===== src/core/asp_pin_map.vh =====
// Constants for the audio serial pin logic
`ifndef ASP_PIN_MAP_VH
`define ASP_PIN_MAP_VH

// ==========================================================================
// Pin indices in the pin vectors
`define ASP_NPINS        5
`define ASP_PIN_RX_HF    0
`define ASP_PIN_TX_HF    1
`define ASP_PIN_RX_FS    2
`define ASP_PIN_TX_FS    3
`define ASP_PIN_TX_BCLK  4

// ==========================================================================
// Port-use mode, two bits per pin
`define ASP_PM_W         2
`define ASP_PM_OFF       2'h0
`define ASP_PM_IN        2'h1
`define ASP_PM_OUT       2'h2

// ==========================================================================
// Serial-use pin direction
`define ASP_DIR_IN       1'h0
`define ASP_DIR_OUT      1'h1

// ==========================================================================
// High-frequency clock divider
`define ASP_HF_DIV_W     4
`define ASP_HF_DIV_RST   4'h0

// ==========================================================================
// Reset values
`define ASP_PINS_RST     5'h00
`define ASP_PM_ALL_RST   10'h000
`define ASP_BIT_RST      1'h0

`endif


===== src/core/asp_pin_mux.v =====
// Clock, frame-sync and serial-flag pin logic of the audio serial unit
`timescale 1ns/100ps
// ==========================================================================
// Overview of operation
// RULE1: rx hf pin input clocks receiver
// RULE2: rx hf pin output drives hf clock
// RULE3: tx hf pin input clocks transmitter
// RULE4: tx hf pin output drives hf clock
// RULE5: port use: each pin in, out, off
// RULE6: reset leaves all pins port-disconnected
// RULE7: async: rx frame pin is receiver sync
// RULE8: sync without buffer select: flag one
// RULE9: sync, buffer select, out: buffer enable
// RULE10: flag direction follows rx frame direction
// RULE11: flag output shows out_flag_one value
// RULE12: flag output updates on frame or slot
// RULE13: flag input captured on frame or slot
// RULE14: sync: tx frame pin syncs both sections
// RULE15: async: tx frame pin syncs transmitters
// RULE16: tx frame direction from tx_frame_sync_dir
// RULE17: tx bit clock for tx, rx if sync
// RULE18: disconnected pin: no drive, input ignored
`include "asp_pin_map.vh"

module asp_pin_mux (
	input  wire                      clock,                   // Core clock, 20 MHz
	input  wire                      rstn,                    // Synchronous reset, active low
	input  wire                      ce,                      // Clock enable, freezes all state
	// Configuration from the control registers
	input  wire                      serial_use,              // 1: serial use, 0: port use
	input  wire                      sync_mode_select,        // 1: synchronous operation
	input  wire                      tx_buffer_enable_select, // Buffer enable on rx frame pin
	input  wire                      rx_frame_sync_dir,       // rx frame pin direction, 1 out
	input  wire                      tx_frame_sync_dir,       // tx frame pin direction, 1 out
	input  wire                      rx_hf_clock_dir,         // rx hf pin direction, 1 out
	input  wire                      tx_hf_clock_dir,         // tx hf pin direction, 1 out
	input  wire                      tx_bit_clock_dir,        // tx bit clock direction, 1 out
	input  wire                      network_mode,            // 1: network (slot) operation
	input  wire                      out_flag_one,            // Output flag one value
	input  wire [`ASP_HF_DIV_W-1:0]  rx_hf_div,               // rx hf half period minus one
	input  wire [`ASP_HF_DIV_W-1:0]  tx_hf_div,               // tx hf half period minus one
	input  wire [2*`ASP_NPINS-1:0]   port_mode,               // Two mode bits per pin
	input  wire [`ASP_NPINS-1:0]     port_out,                // Port output data per pin
	// Serial section signals on the core clock
	input  wire                      rx_fs_gen,               // Receiver frame sync, generated
	input  wire                      tx_fs_gen,               // Transmitter frame sync, generated
	input  wire                      tx_bclk_gen,             // Transmit bit clock, generated
	input  wire                      slot_strobe,             // One pulse per slot
	input  wire                      tx_buf_enable,           // External buffer enable level
	// Results to the serial section and status registers
	output reg                       rx_hf_tick,              // Receiver hf clock tick
	output reg                       tx_hf_tick,              // Transmitter hf clock tick
	output reg                       rx_frame_event,          // Receiver frame sync pulse
	output reg                       tx_frame_event,          // Transmitter frame sync pulse
	output reg                       tx_bclk_rise,            // Transmit bit clock rise pulse
	output reg                       rx_bclk_rise,            // Receive bit clock rise, sync only
	output reg                       in_flag_one,             // Captured input flag one
	output reg  [`ASP_NPINS-1:0]     port_in,                 // Port input data per pin
	// Pins
	input  wire                      rx_hf_clock_pin_in,      // rx hf clock pin level
	output wire                      rx_hf_clock_pin_out,     // rx hf clock pin drive value
	output wire                      rx_hf_clock_pin_oe,      // rx hf clock pin driven
	input  wire                      tx_hf_clock_pin_in,      // tx hf clock pin level
	output wire                      tx_hf_clock_pin_out,     // tx hf clock pin drive value
	output wire                      tx_hf_clock_pin_oe,      // tx hf clock pin driven
	input  wire                      rx_frame_sync_pin_in,    // rx frame sync pin level
	output wire                      rx_frame_sync_pin_out,   // rx frame sync pin drive value
	output wire                      rx_frame_sync_pin_oe,    // rx frame sync pin driven
	input  wire                      tx_frame_sync_pin_in,    // tx frame sync pin level
	output wire                      tx_frame_sync_pin_out,   // tx frame sync pin drive value
	output wire                      tx_frame_sync_pin_oe,    // tx frame sync pin driven
	input  wire                      tx_bit_clock_pin_in,     // tx bit clock pin level
	output wire                      tx_bit_clock_pin_out,    // tx bit clock pin drive value
	output wire                      tx_bit_clock_pin_oe      // tx bit clock pin driven
);

	// ======================================================================
	// Pin vectors
	wire [`ASP_NPINS-1:0]   pin_raw;
	reg  [`ASP_NPINS-1:0]   pin_out_q;
	reg  [`ASP_NPINS-1:0]   pin_oe_q;
	reg  [`ASP_NPINS-1:0]   sync1_q;
	reg  [`ASP_NPINS-1:0]   sync2_q;
	reg  [`ASP_NPINS-1:0]   prev_q;
	reg  [`ASP_NPINS-1:0]   ser_oe;
	reg  [`ASP_NPINS-1:0]   ser_out;
	wire [`ASP_NPINS-1:0]   in_en;
	wire [`ASP_NPINS-1:0]   pin_lvl;
	wire [`ASP_NPINS-1:0]   pin_rise;

	assign pin_raw = {tx_bit_clock_pin_in, tx_frame_sync_pin_in, rx_frame_sync_pin_in,
		tx_hf_clock_pin_in, rx_hf_clock_pin_in};

	assign rx_hf_clock_pin_out   = pin_out_q[`ASP_PIN_RX_HF];
	assign rx_hf_clock_pin_oe    = pin_oe_q[`ASP_PIN_RX_HF];
	assign tx_hf_clock_pin_out   = pin_out_q[`ASP_PIN_TX_HF];
	assign tx_hf_clock_pin_oe    = pin_oe_q[`ASP_PIN_TX_HF];
	assign rx_frame_sync_pin_out = pin_out_q[`ASP_PIN_RX_FS];
	assign rx_frame_sync_pin_oe  = pin_oe_q[`ASP_PIN_RX_FS];
	assign tx_frame_sync_pin_out = pin_out_q[`ASP_PIN_TX_FS];
	assign tx_frame_sync_pin_oe  = pin_oe_q[`ASP_PIN_TX_FS];
	assign tx_bit_clock_pin_out  = pin_out_q[`ASP_PIN_TX_BCLK];
	assign tx_bit_clock_pin_oe   = pin_oe_q[`ASP_PIN_TX_BCLK];

	// ======================================================================
	// Configuration capture
	// Serial use and port mode pass flops so reset alone sets the pin state,
	// whatever the config ports show in reset.
	reg                        serial_q;
	reg  [2*`ASP_NPINS-1:0]    mode_q;

	always @(posedge clock) begin
		if (!rstn) begin
			serial_q <= `ASP_BIT_RST;          // see RULE6
			mode_q   <= `ASP_PM_ALL_RST;       // see RULE6
		end else if (ce) begin
			serial_q <= serial_use;
			mode_q   <= port_mode;
		end
	end

	// ======================================================================
	// High-frequency clock dividers
	reg  [`ASP_HF_DIV_W-1:0]  rx_hf_cnt_q;
	reg  [`ASP_HF_DIV_W-1:0]  tx_hf_cnt_q;
	reg                       rx_hf_q;
	reg                       tx_hf_q;

	// Divided core clock, toggled when the count reaches the divisor
	always @(posedge clock) begin
		if (!rstn) begin
			rx_hf_cnt_q <= `ASP_HF_DIV_RST;
			tx_hf_cnt_q <= `ASP_HF_DIV_RST;
			rx_hf_q     <= `ASP_BIT_RST;
			tx_hf_q     <= `ASP_BIT_RST;
		end else if (ce) begin
			if (rx_hf_cnt_q >= rx_hf_div) begin
				rx_hf_cnt_q <= `ASP_HF_DIV_RST;
				rx_hf_q     <= ~rx_hf_q;         // see RULE2
			end else begin
				rx_hf_cnt_q <= rx_hf_cnt_q + 1'b1;
			end
			if (tx_hf_cnt_q >= tx_hf_div) begin
				tx_hf_cnt_q <= `ASP_HF_DIV_RST;
				tx_hf_q     <= ~tx_hf_q;         // see RULE4
			end else begin
				tx_hf_cnt_q <= tx_hf_cnt_q + 1'b1;
			end
		end
	end

	// ======================================================================
	// Output flag one register
	reg                       flag_out_q;
	wire                      flag_mode;
	wire                      flag_strobe;

	assign flag_mode = sync_mode_select & ~tx_buffer_enable_select;   // see RULE8

	// ======================================================================
	// Serial-use direction and drive per pin
	always @* begin
		ser_oe  = `ASP_PINS_RST;
		ser_out = `ASP_PINS_RST;
		ser_oe[`ASP_PIN_RX_HF]    = rx_hf_clock_dir;                  // see RULE2
		ser_out[`ASP_PIN_RX_HF]   = rx_hf_q;
		ser_oe[`ASP_PIN_TX_HF]    = tx_hf_clock_dir;                  // see RULE4
		ser_out[`ASP_PIN_TX_HF]   = tx_hf_q;
		ser_oe[`ASP_PIN_TX_FS]    = tx_frame_sync_dir;                // see RULE16
		ser_out[`ASP_PIN_TX_FS]   = tx_fs_gen;
		ser_oe[`ASP_PIN_TX_BCLK]  = tx_bit_clock_dir;                 // see RULE17
		ser_out[`ASP_PIN_TX_BCLK] = tx_bclk_gen;
		if (!sync_mode_select) begin
			ser_oe[`ASP_PIN_RX_FS]  = rx_frame_sync_dir;              // see RULE7
			ser_out[`ASP_PIN_RX_FS] = rx_fs_gen;
		end else if (!tx_buffer_enable_select) begin
			ser_oe[`ASP_PIN_RX_FS]  = rx_frame_sync_dir;              // see RULE10
			ser_out[`ASP_PIN_RX_FS] = flag_out_q;                     // see RULE11
		end else if (rx_frame_sync_dir) begin
			ser_oe[`ASP_PIN_RX_FS]  = `ASP_DIR_OUT;                   // see RULE9
			ser_out[`ASP_PIN_RX_FS] = tx_buf_enable;
		end else begin
			// Buffer select with input direction: pin stays quiet
			ser_oe[`ASP_PIN_RX_FS]  = `ASP_DIR_IN;
			ser_out[`ASP_PIN_RX_FS] = `ASP_BIT_RST;
		end
	end

	// ======================================================================
	// Per-pin synchroniser, input gating and port-use drive
	genvar gi;
	generate
		for (gi = 0; gi < `ASP_NPINS; gi = gi + 1) begin : g_pin
			wire [`ASP_PM_W-1:0] mode_w;
			assign mode_w = mode_q[gi*`ASP_PM_W +: `ASP_PM_W];

			// Serial use listens only when not driving; port use only in IN mode
			assign in_en[gi] = serial_q ? ~ser_oe[gi] : (mode_w == `ASP_PM_IN);  // see RULE18

			// Pins are asynchronous: two flops before any use
			always @(posedge clock) begin
				if (!rstn) begin
					sync1_q[gi] <= `ASP_BIT_RST;
					sync2_q[gi] <= `ASP_BIT_RST;
					prev_q[gi]  <= `ASP_BIT_RST;
				end else if (ce) begin
					sync1_q[gi] <= pin_raw[gi];
					sync2_q[gi] <= sync1_q[gi];
					prev_q[gi]  <= pin_lvl[gi];
				end
			end

			assign pin_lvl[gi]  = sync2_q[gi] & in_en[gi];            // see RULE18
			assign pin_rise[gi] = pin_lvl[gi] & ~prev_q[gi];

			// Registered pin drive; OFF mode keeps the driver off
			always @(posedge clock) begin
				if (!rstn) begin
					pin_oe_q[gi]  <= `ASP_BIT_RST;                    // see RULE6
					pin_out_q[gi] <= `ASP_BIT_RST;
					port_in[gi]   <= `ASP_BIT_RST;
				end else if (ce) begin
					if (serial_q) begin
						pin_oe_q[gi]  <= ser_oe[gi];
						pin_out_q[gi] <= ser_out[gi];
						port_in[gi]   <= `ASP_BIT_RST;
					end else begin
						pin_oe_q[gi]  <= (mode_w == `ASP_PM_OUT);     // see RULE5
						pin_out_q[gi] <= port_out[gi] & (mode_w == `ASP_PM_OUT);
						port_in[gi]   <= pin_lvl[gi];                 // see RULE5
					end
				end
			end
		end
	endgenerate

	// ======================================================================
	// Edge detection on generated frame sync and bit clock
	reg                       tx_fs_gen_q;
	reg                       rx_fs_gen_q;
	reg                       tx_bclk_gen_q;
	wire                      tx_fs_ev;
	wire                      rx_fs_ev;
	wire                      bclk_ev;

	always @(posedge clock) begin
		if (!rstn) begin
			tx_fs_gen_q   <= `ASP_BIT_RST;
			rx_fs_gen_q   <= `ASP_BIT_RST;
			tx_bclk_gen_q <= `ASP_BIT_RST;
		end else if (ce) begin
			tx_fs_gen_q   <= tx_fs_gen;
			rx_fs_gen_q   <= rx_fs_gen;
			tx_bclk_gen_q <= tx_bclk_gen;
		end
	end

	// Frame sync from the pin as input, else from the generator
	assign tx_fs_ev = serial_q & (tx_frame_sync_dir ? (tx_fs_gen & ~tx_fs_gen_q)
		: pin_rise[`ASP_PIN_TX_FS]);                                  // see RULE16
	assign rx_fs_ev = serial_q & (rx_frame_sync_dir ? (rx_fs_gen & ~rx_fs_gen_q)
		: pin_rise[`ASP_PIN_RX_FS]);
	assign bclk_ev  = serial_q & (tx_bit_clock_dir ? (tx_bclk_gen & ~tx_bclk_gen_q)
		: pin_rise[`ASP_PIN_TX_BCLK]);

	// Flags follow frame sync, or each slot in network use
	assign flag_strobe = network_mode ? slot_strobe : tx_fs_ev;       // see RULE12

	// ======================================================================
	// Event outputs toward the serial sections
	// Core clock unless the hf pin is an input; then pin edges count
	always @(posedge clock) begin
		if (!rstn) begin
			rx_hf_tick     <= `ASP_BIT_RST;
			tx_hf_tick     <= `ASP_BIT_RST;
			rx_frame_event <= `ASP_BIT_RST;
			tx_frame_event <= `ASP_BIT_RST;
			tx_bclk_rise   <= `ASP_BIT_RST;
			rx_bclk_rise   <= `ASP_BIT_RST;
		end else if (ce) begin
			rx_hf_tick <= (serial_q && !rx_hf_clock_dir) ?
				pin_rise[`ASP_PIN_RX_HF] : 1'b1;                      // see RULE1
			tx_hf_tick <= (serial_q && !tx_hf_clock_dir) ?
				pin_rise[`ASP_PIN_TX_HF] : 1'b1;                      // see RULE3
			tx_frame_event <= tx_fs_ev;                               // see RULE15
			// Sync use: receivers share the tx frame sync
			rx_frame_event <= sync_mode_select ? tx_fs_ev : rx_fs_ev;  // see RULE14
			tx_bclk_rise   <= bclk_ev;                                // see RULE17
			rx_bclk_rise   <= sync_mode_select & bclk_ev;             // see RULE17
		end
	end

	// ======================================================================
	// Serial flag one: output value and captured input
	// Output copy moves only on a strobe, so the pin follows the frame
	always @(posedge clock) begin
		if (!rstn) begin
			flag_out_q  <= `ASP_BIT_RST;
			in_flag_one <= `ASP_BIT_RST;
		end else if (ce) begin
			if (flag_strobe && serial_q && flag_mode) begin
				if (rx_frame_sync_dir) begin
					flag_out_q <= out_flag_one;                       // see RULE12
				end else begin
					in_flag_one <= pin_lvl[`ASP_PIN_RX_FS];           // see RULE13
				end
			end
		end
	end

endmodule


===== config.mk =====
export PLATFORM = sky130hd
export DESIGN_NAME = asp_pin_mux
export DESIGN_NICKNAME = d
export VERILOG_FILES = /design/src/core/asp_pin_mux.v
export VERILOG_INCLUDE_DIRS = /design/src /design/src/core
export SDC_FILE = /design/constraint.sdc
export NUM_CORES = 1
export LEC_CHECK = 0
export BUFFER_PORTS_ARGS = -buffer_cell sky130_fd_sc_hd__buf_4
export CAP_MARGIN = 10
export CORE_MARGIN = 1.5
export CORE_UTILIZATION = 40
export DETAILED_ROUTE_END_ITERATION = 10
export RECOVER_POWER = 50
export SYNTH_ARGS = -nofsm -noshare
export SYNTH_HDL_FRONTEND = slang
export SYNTH_SLANG_ARGS = --single-unit

===== constraint.sdc =====
create_clock -name clock -period 4.75 [get_ports clock]
set_input_delay 0.475 -clock clock [delete_from_list [all_inputs] [get_ports clock]]
set_output_delay 0.475 -clock clock [all_outputs]
set_load 0.05 [all_outputs]

==> results.json <==
{
  "synthCells": 330,
  "yosys_warnings": 0,
  "dieArea_sq_um": 7810,
  "synth-edff-count": 0,
  "synthesis.area_sq_um": 2920,
  "status": "finished with violations",
  "synth_fp_nets": 386,
  "worst_slack_ns": 2.03,
  "via_per_inst": 5.17,
  "cts_hold_buf": 0,
  "criticalPathCategory": "in -> reg",
  "maxSlewHeadroom": -0.124,
  "grtUsageTotal": 0.179,
  "dr.pass1.iters": 4,
  "p_total_w": 0.00118,
  "initial_core_util": 0.422,
  "syn_area_per_cell_sq_um": 8.84,
  "finalHoldViolations": 0,
  "maxCapViolCount": 1,
  "tritoncts": "yes",
  "num_rows": 30,
  "setup_tns_ns": 0,
  "synth.yosys.seq_area_share": 0.426,
  "min_period_over_period": 0.572,
  "yosys.area.top_type_share": 0.426,
  "numCtsBuffers": 9,
  "maxSlewViolCount": 38,
  "final_area_sq_um": 3560,
  "area_growth_pct": 22.1,
  "place_ws_ns": 2.28,
  "setup_violations": 0,
  "via_count": 2529,
  "async_flop_share": 0,
  "clk_root_buffer_cell": "clkbuf_8",
  "io_buffers": 67,
  "cts_sinks": 62,
  "antenna_found_initial": 0,
  "final.min_clock_period_ns": 2.72,
  "layout_common_cells": "62 x dfxtp_1, 54 x nor2_1, 45 x buf_4",
  "n_fill_cell": 710,
  "final_common_cell": "dfxtp_1",
  "gr-total-overflow": 0,
  "hold_class": "in -> reg",
  "hold_ws_ns": 0.381,
  "cts_max_level": 3,
  "clkLatencyLatePin_ns": 0.33,
  "required_ns": 4.96,
  "grt_pass1_vias": 2249,
  "grt_first_pass_wirelength_um": 10600,
  "worst-path-max-fanout": 37,
  "synthTopCellsByArea": "dfxtp_1 43%, mux2i_1 10%, nor2_1 6.9%",
  "wirelength_um": 6690,
  "fmax_ghz": 0.368,
  "failed_checks": "max-capacitance violations, max-slew violations",
  "core_sq_um": 6910,
  "drc": 0,
  "gp_congestion": 0.771,
  "rsz0062_at_grt": "false",
  "die_w_um": 88.4,
  "worstMarginPinSlew_ns": 1.69,
  "synth_cell_type_count": 43,
  "final_layout_size_suffix_gt1_frac": 0.148,
  "ir_drop_uv": 214,
  "cp.arrival_ns": 2.93,
  "p_leak_nw": 1.47,
  "ant_nets": 0,
  "post-cts-setup-buffers": 0,
  "io_pins": 68,
  "antenna_cells": 0,
  "end_kind": "flop",
  "synth_top_cell_by_area": "dfxtp_1",
  "cts.repair.resized": 0,
  "power.density_nw_per_um2": 331,
  "cts_buffer_depth": 2,
  "cts.clk_slew.worst_paths_ns": 0.06,
  "die_h_um": 88.4,
  "grt_max_degree": 73,
  "fin_skew_ns": 0.00571,
  "synth-main-ff-cell": "dfxtp_1",
  "ys_ff_latch": 62,
  "hpwl_um": 4580,
  "cp-start-kind": "primary input",
  "drt-wirelength-per-cell_um": 13.7,
  "nets": 446,
  "drt_iter0_drc": 97,
  "dpl_cell_area_sq_um": 3460
}
-- worst max-delay path: stages --
cell	delay, ns
clkbuf_1	0.56
clkinv_1	0.64
clkbuf_1	0.80
a211oi_1	0.45
-- layout make-up --
class	instances	area [sq um]	area share
Clock buffer	13	159	0.0446
Clock inverter	1	30.0	0.00843
Inverter	13	48.8	0.0137
Multi-Input combinational cell	235	1540	0.431
Sequential cell	62	1240	0.348
Tap cell	96	120	0.0337
Timing Repair Buffer	69	428	0.120
-- cell usage after synthesis, types with 3 or more instances --
library cell and count:
dfxtp_1 62, nor2_1 54, mux2i_1 30, a21oi_1 24, nand2_1 20, inv_1 11
buf_2 10, ha_1 10, a211oi_1 9, clkbuf_1 9, nand2b_1 8, o21ai_0 8
a31oi_1 6, nor2b_1 6, nor3b_1 6, o21a_1 6, nand3_1 5, nor4bb_1 4
a2111oi_0 3, a32oi_1 3
-- routing by layer --
metal,GRT usage,wire (um)
met1,0.253,3510
met2,0.259,2770
met3,0.0392,297
met4,0.0838,111
met5,0,0
-- path summary, 6_finish.rpt --
kind	startpoint	to	slack, ns	depth (start not counted)
setup / recovery	rstn	tx_frame_sync_pin_oe$_SDFFE_PN0P_	2.03	4
hold / removal	port_mode[6]	mode_q[6]$_SDFFE_PN0P_	0.38	3
hold reg to reg	flag_out_q$_SDFFE_PN0P_	flag_out_q$_SDFFE_PN0P_	0.47	2
setup reg to reg	rx_hf_cnt_q[0]$_SDFFE_PN0P_	rx_hf_cnt_q[1]$_SDFFE_PN0P_	2.72	6
-- power by group --
part	switching, W	total (W)	internal, W
sequential	0.0000179	0.000561	0.000543
combinational	0.0000959	0.000165	0.0000689
clock	0.000186	0.000452	0.000266
-- registers in the layout (all words and copies together), names as in the netlist, 4 cells and up --
name         cells
mode_q          10
port_in          5
rx_hf_cnt_q      4
sync1_q          5
sync2_q          5
prev_q           5
tx_hf_cnt_q      4
-- cell families (layout without fill, tap and decap cells) --
family	after synthesis	after routing	share of synthesized area
compound gates	75	75	0.171
simple gates	120	120	0.210
buf+inv	33	96	0.0480
mux	30	30	0.103
flops	62	62	0.426
fa+ha+maj	10	10	0.0429
-- metrics by stage --
step                      utilization  instances
final                           0.516        489
after global routing            0.516        489
after CTS                       0.529        489
after detailed placement        0.501        475
after global placement          0.501        475
after floorplan                     -        330
Power figures use the tool's default switching activity.
